$ cat src/rtl/sar_adc_pkg.sv
// constants, types and state record of the successive-approximation converter control
package sar_adc_pkg;
	localparam int unsigned ADDR_W = 20;
	// special-function register byte addresses
	localparam logic [19:0] ADDR_PCLK_EN = 20'hF00F0;
	localparam logic [19:0] ADDR_ADM0 = 20'hFFF30;
	localparam logic [19:0] ADDR_MODE2 = 20'hFFF10;
	localparam logic [19:0] ADDR_CHAN_SEL = 20'hFFF31;
	localparam logic [19:0] ADDR_RES_WORD = 20'hFFF1E;
	localparam logic [19:0] ADDR_RES_BYTE = 20'hFFF1F;
	// field positions
	localparam int unsigned PCE_CONV_EN = 5;
	localparam int unsigned ADM0_START = 7;
	localparam int unsigned ADM0_CMP_EN = 0;
	localparam int unsigned MODE2_RES8 = 0;
	localparam int unsigned CHAN_INT_REF = 7;
	// reset values
	localparam logic [7:0] PCE_RST = 8'h00;
	localparam logic [9:0] SAR_RST = 10'h000;
	// search constants
	localparam logic [9:0] TAP_MID = 10'h200;
	localparam logic [3:0] IDX_MSB = 4'h9;
	localparam logic [3:0] IDX_LAST10 = 4'h0;
	localparam logic [3:0] IDX_LAST8 = 4'h2;
	localparam int unsigned NUM_PINS = 11;
	// cycle counts; a step leaves room for the two-stage comparator synchroniser
	localparam logic [3:0] SAMPLE_LAST = 4'h7;
	localparam logic [3:0] STEP_LAST = 4'h3;

	typedef enum logic [1:0] {
		ST_IDLE = 2'b00,
		ST_SAMPLE = 2'b01,
		ST_TRIAL = 2'b10
	} conv_state_t;

	typedef struct packed {
		logic [7:0] pce;
		logic run;
		logic cmp_en;
		logic res8;
		logic ref_sel;
		logic [3:0] chan;
		conv_state_t st;
		logic [9:0] sar;
		logic [3:0] idx;
		logic [3:0] cnt;
		logic [9:0] result;
		logic irq;
		logic [15:0] rdata;
		logic cmp_s1;
		logic cmp_s2;
	} adc_state_t;

	typedef struct packed {
		logic [9:0] tap;
		logic sample;
		logic int_ref_sel;
		logic [3:0] chan_sel;
	} afe_ctrl_t;
endpackage

$ cat src/rtl/sar_adc_sequencer.sv
// successive-approximation converter sequencer with its special-function registers
`timescale 1ns/1ps
`default_nettype none
module sar_adc_sequencer
	import sar_adc_pkg::*;
(
	input wire logic core_clk_i,
	input wire logic sys_rst_i,
	input wire logic [ADDR_W-1:0] sfr_addr_i,
	input wire logic sfr_wr_i,
	input wire logic [7:0] sfr_wmask_i,
	input wire logic [7:0] sfr_wdata_i,
	input wire logic sfr_rd_i,
	output logic [15:0] sfr_rdata_o,
	input wire logic cmp_i,
	output afe_ctrl_t afe_o,
	output logic [NUM_PINS-1:0] analog_route_o,
	output logic conv_clock_enable_o,
	output logic conversion_end_irq_o
);
	adc_state_t s_r;
	adc_state_t s_nxt;
	logic done;
	logic [9:0] sar_fin;
	logic [7:0] nv;
	logic conv_on;

	// byte or single-bit write: the mask says which bits the store touches
	function automatic logic [7:0] merge(input logic [7:0] old, input logic [7:0] m, input logic [7:0] d);
		merge = (old & ~m) | (d & m);
	endfunction

	assign conv_on = s_r.pce[PCE_CONV_EN];

	always_comb begin
		s_nxt = s_r;
		done = 1'b0;
		sar_fin = s_r.sar;
		nv = 8'h00;
		s_nxt.irq = 1'b0;
		s_nxt.cmp_s1 = cmp_i;
		s_nxt.cmp_s2 = s_r.cmp_s1;

		// search engine: sample phase, then one trial bit per step
		case (s_r.st)
			ST_SAMPLE: begin
				if (s_r.cnt == 4'h0) begin
					s_nxt.st = ST_TRIAL;
					s_nxt.sar = TAP_MID;
					s_nxt.idx = IDX_MSB;
					s_nxt.cnt = STEP_LAST;
				end else begin
					s_nxt.cnt = s_r.cnt - 4'h1;
				end
			end
			ST_TRIAL: begin
				if (s_r.cnt != 4'h0) begin
					s_nxt.cnt = s_r.cnt - 4'h1;
				end else begin
					sar_fin[s_r.idx] = s_r.cmp_s2;
					s_nxt.sar = sar_fin;
					// at-or-below, so a resolution change mid-run can never walk the index past zero
					if (s_r.idx <= (s_r.res8 ? IDX_LAST8 : IDX_LAST10)) begin
						done = 1'b1;
						s_nxt.result = sar_fin;
						s_nxt.irq = 1'b1;
						s_nxt.run = 1'b0;
						s_nxt.st = ST_IDLE;
					end else begin
						s_nxt.idx = s_r.idx - 4'h1;
						s_nxt.sar[s_r.idx - 4'h1] = 1'b1;
						s_nxt.cnt = STEP_LAST;
					end
				end
			end
			ST_IDLE: begin
				s_nxt.cnt = 4'h0;
			end
			default: begin
				s_nxt.st = ST_IDLE;
			end
		endcase
		// the enable register sits outside the converter and is never gated
		if (sfr_wr_i && sfr_addr_i == ADDR_PCLK_EN) begin
			s_nxt.pce = merge(s_r.pce, sfr_wmask_i, sfr_wdata_i);
		end
		if (sfr_wr_i && conv_on) begin
			case (sfr_addr_i)
				ADDR_ADM0: begin
					nv = merge({s_r.run, 6'h00, s_r.cmp_en}, sfr_wmask_i, sfr_wdata_i);
					s_nxt.cmp_en = nv[ADM0_CMP_EN];
					if (!nv[ADM0_START]) begin
						// an abort leaves a same-cycle end pulse standing: the hardware event wins
						s_nxt.run = 1'b0;
						s_nxt.st = ST_IDLE;
					end else if (!s_r.run && s_r.cmp_en) begin
						s_nxt.run = 1'b1;
						s_nxt.st = ST_SAMPLE;
						s_nxt.cnt = SAMPLE_LAST;
						s_nxt.sar = SAR_RST;
						s_nxt.idx = IDX_MSB;
					end
				end
				ADDR_MODE2: begin
					nv = merge({7'h00, s_r.res8}, sfr_wmask_i, sfr_wdata_i);
					s_nxt.res8 = nv[MODE2_RES8];
				end
				ADDR_CHAN_SEL: begin
					nv = merge({s_r.ref_sel, 3'h0, s_r.chan}, sfr_wmask_i, sfr_wdata_i);
					s_nxt.ref_sel = nv[CHAN_INT_REF];
					s_nxt.chan = nv[3:0];
				end
				default: begin
					nv = 8'h00;
				end
			endcase
		end
		// the converter has no clock of its own here, so a held reset stands in for the stopped clock;
		// the new enable value is used so the clear lands on the same edge as the disabling write
		if (!s_nxt.pce[PCE_CONV_EN]) begin
			s_nxt.run = 1'b0;
			s_nxt.cmp_en = 1'b0;
			s_nxt.res8 = 1'b0;
			s_nxt.ref_sel = 1'b0;
			s_nxt.chan = 4'h0;
			s_nxt.st = ST_IDLE;
			s_nxt.sar = SAR_RST;
			s_nxt.idx = 4'h0;
			s_nxt.cnt = 4'h0;
			s_nxt.result = SAR_RST;
			s_nxt.irq = 1'b0;
		end
		// read data is registered, so it stands until the next read strobe
		if (sfr_rd_i) begin
			case (sfr_addr_i)
				ADDR_PCLK_EN: begin
					s_nxt.rdata = {8'h00, s_r.pce};
				end
				ADDR_ADM0: begin
					s_nxt.rdata = {8'h00, s_r.run, 6'h00, s_r.cmp_en};
				end
				ADDR_MODE2: begin
					s_nxt.rdata = {15'h0000, s_r.res8};
				end
				ADDR_CHAN_SEL: begin
					s_nxt.rdata = {8'h00, s_r.ref_sel, 3'h0, s_r.chan};
				end
				ADDR_RES_WORD: begin
					s_nxt.rdata = {s_r.result, 6'h00};
				end
				ADDR_RES_BYTE: begin
					s_nxt.rdata = {8'h00, s_r.result[9:2]};
				end
				default: begin
					s_nxt.rdata = 16'h0000;
				end
			endcase
		end
	end

	always_ff @(posedge core_clk_i or posedge sys_rst_i) begin
		if (sys_rst_i) begin
			s_r <= '0;
		end else begin
			s_r <= s_nxt;
		end
	end

	assign sfr_rdata_o = s_r.rdata;
	assign afe_o.tap = s_r.sar;
	assign afe_o.sample = (s_r.st == ST_SAMPLE);
	assign afe_o.int_ref_sel = conv_on && s_r.ref_sel;
	assign afe_o.chan_sel = s_r.chan;
	assign conv_clock_enable_o = conv_on;
	assign conversion_end_irq_o = s_r.irq;

	// an out-of-range channel routes no pin rather than wrapping onto one
	generate
		for (genvar i = 0; i < NUM_PINS; i++) begin : g_route
			assign analog_route_o[i] = conv_on && !s_r.ref_sel && s_r.chan == 4'(i);
		end
	endgenerate
endmodule
`default_nettype wire

$ cat config.mk
export PLATFORM = sky130hd
export DESIGN_NAME = sar_adc_sequencer
export DESIGN_NICKNAME = d
export VERILOG_FILES = /design/src/rtl/sar_adc_pkg.sv /design/src/rtl/sar_adc_sequencer.sv
export SDC_FILE = /design/constraint.sdc
export NUM_CORES = 1
export LEC_CHECK = 0
export BUFFER_PORTS_ARGS = -buffer_cell sky130_fd_sc_hd__buf_2
export CORE_ASPECT_RATIO = 0.8
export CORE_MARGIN = 3
export CORE_UTILIZATION = 50
export CTS_CLUSTER_DIAMETER = 60
export CTS_CLUSTER_SIZE = 25
export DETAILED_ROUTE_END_ITERATION = 7
export GPL_TIMING_DRIVEN = 1
export PLACE_DENSITY = 0.89
export SYNTH_ARGS = -nofsm -noshare
export SYNTH_HDL_FRONTEND = slang
export SYNTH_SLANG_ARGS = --single-unit
export TNS_END_PERCENT = 10
$ cat constraint.sdc
create_clock -name core_clk_i -period 2.4 [get_ports core_clk_i]
set_clock_uncertainty 0.2 [all_clocks]
set_input_delay 0.24 -clock core_clk_i [delete_from_list [all_inputs] [get_ports core_clk_i]]
set_output_delay 0.24 -clock core_clk_i [all_outputs]
set_load 0.02 [all_outputs]
==> run summary <==
## Final layout
- 31.3% — layout cells sized above 1
- 586 — number of nets at the end of the flow
- 17.9% — synth-to-layout area growth
- 0 — Ant. Diodes

## Clock tree
- 3 — CTS H-Tree Depth
- 0 — post-CTS resize count
- sky130_fd_sc_hd__clkbuf_8 — clock root buffer
- 0.07 ns — clock transition at the registers of the reported paths
- 0.36 ns — worst-skew pair later-pin latency
- 65 — number of clock sinks
- 2 — Clock Path Buffers
- built — TritonCTS clock tree
- 9 — total CTS buffers

## Timing
- no — unrepaired setup endpoints after global routing
- 96.1% — final critical-path share of the clock period
- 0.0106 ns — final hold slack
- 0.664 ns — slew at the pin with the worst max-slew slack
- 2.31 ns — time the final worst path needs with I/O delays and setup
- 0 — number of max-slew violations in the final report
- 0 — Final Hold Viols
- 0 — number of failing setup endpoints in the final timing report
- 0 ns — total negative slack
- 434 MHz — Achievable Freq
- 55.7% — headroom to the max-slew limit

## Placement
- 0.992 — final estimated routing congestion in global placement
- 8460 um — sum of net half-perimeters after detailed placement
- 85 — number of port buffers

## Synthesis
- sky130_fd_sc_hd__dfrtp_1 — primary flip-flop cell chosen by synthesis mapping
- 9.37 sq um — Syn Area/Cell
- 451 — Gate Count Post-Synth
- 38.5% — Seq/Total Area, Yosys
- 60 — library cells used by synthesis
- 0.00423 sq mm — netlist area before placement
- 506 — Synthesized Nets
- sky130_fd_sc_hd__dfrtp_1 — post-synthesis cell type with the largest combined area
- 0 — Post-synth EDFFs
- 0 — Yosys warning total
- sky130_fd_sc_hd__dfrtp_1 38%, sky130_fd_sc_hd__buf_4 5.3%, sky130_fd_sc_hd__ha_1 4.1%, sky130_fd_sc_hd__nor2_1 4.1%, sky130_fd_sc_hd__mux2i_1 3.8% — most area-consuming cells after synthesis
- 100% — post-synthesis async set-or-reset flop share
- 65 — FF+latch count, synth
- 38.5% — share of Yosys cell area claimed by the top area cell type

## Setup path
- reg2out — worst setup path class
- 1.96 ns — required time of the critical path
- 8 — CP Max Fanout
- register — category of the worst setup path launch point
- primary output — Critical Path Sink Type
- 1.87 ns — critical path arrival

## Global routing
- 44 — pin count of the biggest net entering global routing
- 0 — number of antenna violations at the first check in global routing
- 0 — global-route congestion overflow total
- 24.9% — total routing resource utilization after global routing
- 3,817 — number of global-route vias before repair
- 18,600 um — first-pass GRT wire length

## Run status
- completed — status

## Min path
- in2reg — class of the tightest hold or removal check

## Power
- 2.25 nW — LEAKAGE
- 439 mW/mm^2 — power density normalized to cell area
- 0.347 mV — peak supply drop

## Detailed routing
- 18.2 um — detailed-route wire length per cell
- 3,937 — Vias
- 11,700 um — final WL
- 6.11 — average vias per placed instance
- 360 — drt first-iter violations
- 0 — DRC violation count after routing
- 5 — detailed-router iteration count before antenna repair
- 0 — Antenna Violating Nets Remaining

## Floorplan
- 109 um — Horiz. Die Dim
- 0.00809 sq mm — area of the core region
- 88.2 um — vertical die dimension
- 0.00960 sq mm — area enclosed by the die boundary
- 29 — Core Rows
- 86 — # IOs
- 52.2% — starting utilization of the core area

## Job
- 0 — max capacitance violation total

cells by family (layout without fill, tap and decap cells):
logic type	Yosys count	after routing	synth area share, %
compound gates	117	117	19.1
fa+ha+maj	14	14	4.14
buf+inv	66	151	9.38
flops	65	65	38.5
mux	26	26	6.45
simple gates	163	163	22.4
critical path, stage by stage (launching register included):
cell	delay (ns)
sky130_fd_sc_hd__dfrtp_1	0.56
sky130_fd_sc_hd__nor3b_1	0.28
sky130_fd_sc_hd__nand2b_1	0.20
sky130_fd_sc_hd__nor3_1	0.24
sky130_fd_sc_hd__buf_2	0.23
per-stage QoR:
stage | utilization, % | instances | worst slack (ns) | total power, mW | instance area (sq um)
4_1_cts | 61.6 | 644 | 0.164 | 2.20 | 4990
6_report | 61.6 | 644 | 0.0947 | 2.19 | 4990
2_1_floorplan | - | 451 | 0.0900 | 1.17 | 4230
3_3_place_gp | 57.8 | 617 | 0.205 | 1.22 | 4670
5_1_grt | 61.6 | 644 | 0.0395 | 2.26 | 4990
3_5_place_dp | 57.8 | 617 | 0.152 | 1.23 | 4670
layout by cell type, fill, tap and decap left out, types with 3 or more instances in the layout:
cell type | Yosys | routed
sky130_fd_sc_hd__buf_2 | 5 | 85
sky130_fd_sc_hd__dfrtp_1 | 65 | 65
sky130_fd_sc_hd__nor2_1 | 46 | 46
sky130_fd_sc_hd__a21oi_1 | 29 | 29
sky130_fd_sc_hd__nand2_1 | 26 | 26
sky130_fd_sc_hd__o21ai_0 | 23 | 23
sky130_fd_sc_hd__buf_4 | 30 | 23
sky130_fd_sc_hd__mux2i_1 | 16 | 16
sky130_fd_sc_hd__nand3_1 | 15 | 15
sky130_fd_sc_hd__nand4_1 | 15 | 15
sky130_fd_sc_hd__ha_1 | 14 | 14
sky130_fd_sc_hd__inv_1 | 13 | 12
sky130_fd_sc_hd__a22oi_1 | 11 | 11
sky130_fd_sc_hd__dlygate4sd3_1 | 0 | 11
sky130_fd_sc_hd__a22o_1 | 10 | 10
sky130_fd_sc_hd__mux2_2 | 10 | 10
sky130_fd_sc_hd__nor3_1 | 9 | 9
sky130_fd_sc_hd__clkbuf_8 | 0 | 9
sky130_fd_sc_hd__a21oi_2 | 8 | 8
sky130_fd_sc_hd__a211oi_1 | 7 | 7
sky130_fd_sc_hd__nor3b_1 | 6 | 6
sky130_fd_sc_hd__nand3b_1 | 5 | 5
sky130_fd_sc_hd__nand2b_1 | 5 | 5
sky130_fd_sc_hd__a21boi_0 | 4 | 4
sky130_fd_sc_hd__nand4b_1 | 4 | 4
sky130_fd_sc_hd__nor2b_1 | 4 | 4
sky130_fd_sc_hd__a211oi_2 | 4 | 4
sky130_fd_sc_hd__o22ai_1 | 3 | 3
sky130_fd_sc_hd__and3_1 | 3 | 3
sky130_fd_sc_hd__and2_1 | 3 | 3
sky130_fd_sc_hd__a31oi_1 | 3 | 3
sky130_fd_sc_hd__clkinv_4 | 0 | 3
sky130_fd_sc_hd__buf_12 | 0 | 3
power breakdown:
group | total [mW] | internal [mW] | switching [mW]
Sequential | 1.10 | 1.10 | 0.00107
Clock | 0.968 | 0.490 | 0.478
Combinational | 0.124 | 0.0500 | 0.0741
Total | 2.19 | 1.64 | 0.553
repair_timing:
action / CTS / global route
hold endpoints to repair: 37 / 0
hold buffers: 11 / 0
setup buffers: 0 / 0
worst paths after layout:
| path | slack [ns] | cells after the start | from | to |
|---|---|---|---|---|
| setup / recovery | 0.09 | 4 | conv_clock_enable_o$_DFF_PP0_ | analog_route_o[0] |
| min in group asynchronous | 0.27 | 3 | sys_rst_i | afe_o[8]$_DFF_PP0_ |
| hold reg to reg | 0.16 | 0 | s_nxt[0]$_DFF_PP0_ | s_r[0]$_DFF_PP0_ |
| max in group asynchronous | 1.12 | 4 | sys_rst_i | afe_o[3]$_DFFE_PP0P_ |
| hold / removal | 0.01 | 3 | sfr_wmask_i[7] | s_r[53]$_DFFE_PP0P_ |
| setup reg to reg | 0.25 | 8 | s_r[34]$_DFF_PP0_ | afe_o[12]$_DFF_PP0_ |
synth_stat cells (6+ instances only):
| library cell | number |
|---|---|
| sky130_fd_sc_hd__ha_1 | 14 |
| sky130_fd_sc_hd__a211oi_1 | 7 |
| sky130_fd_sc_hd__inv_1 | 13 |
| sky130_fd_sc_hd__mux2i_1 | 16 |
| sky130_fd_sc_hd__buf_4 | 30 |
| sky130_fd_sc_hd__a22o_1 | 10 |
| sky130_fd_sc_hd__nand2_1 | 26 |
| sky130_fd_sc_hd__nand3_1 | 15 |
| sky130_fd_sc_hd__a21oi_1 | 29 |
| sky130_fd_sc_hd__nor3_1 | 9 |
| sky130_fd_sc_hd__dfrtp_1 | 65 |
| sky130_fd_sc_hd__nor3b_1 | 6 |
| sky130_fd_sc_hd__mux2_2 | 10 |
| sky130_fd_sc_hd__a22oi_1 | 11 |
| sky130_fd_sc_hd__nor2_1 | 46 |
| sky130_fd_sc_hd__nand4_1 | 15 |
| sky130_fd_sc_hd__clkbuf_1 | 12 |
| sky130_fd_sc_hd__o21ai_0 | 23 |
| sky130_fd_sc_hd__a21oi_2 | 8 |
area by class of cell:
type / count / area, sq um
Sequential cell: 65 / 1630
Clock inverter: 7 / 78.8
Tap cell: 108 / 135
Timing Repair Buffer: 122 / 768
Clock buffer: 9 / 124
Inverter: 13 / 48.8
Multi-Input combinational cell: 320 / 2200
Fill cell: 655 / 3110
metal layers:
metal  global-route usage, %  routed length, um
met1                    34.1               4950
met5                       0                  0
met4                    8.37                305
met3                    5.62               1080
met2                    39.5               5400
Power figures use the tool's default switching activity.
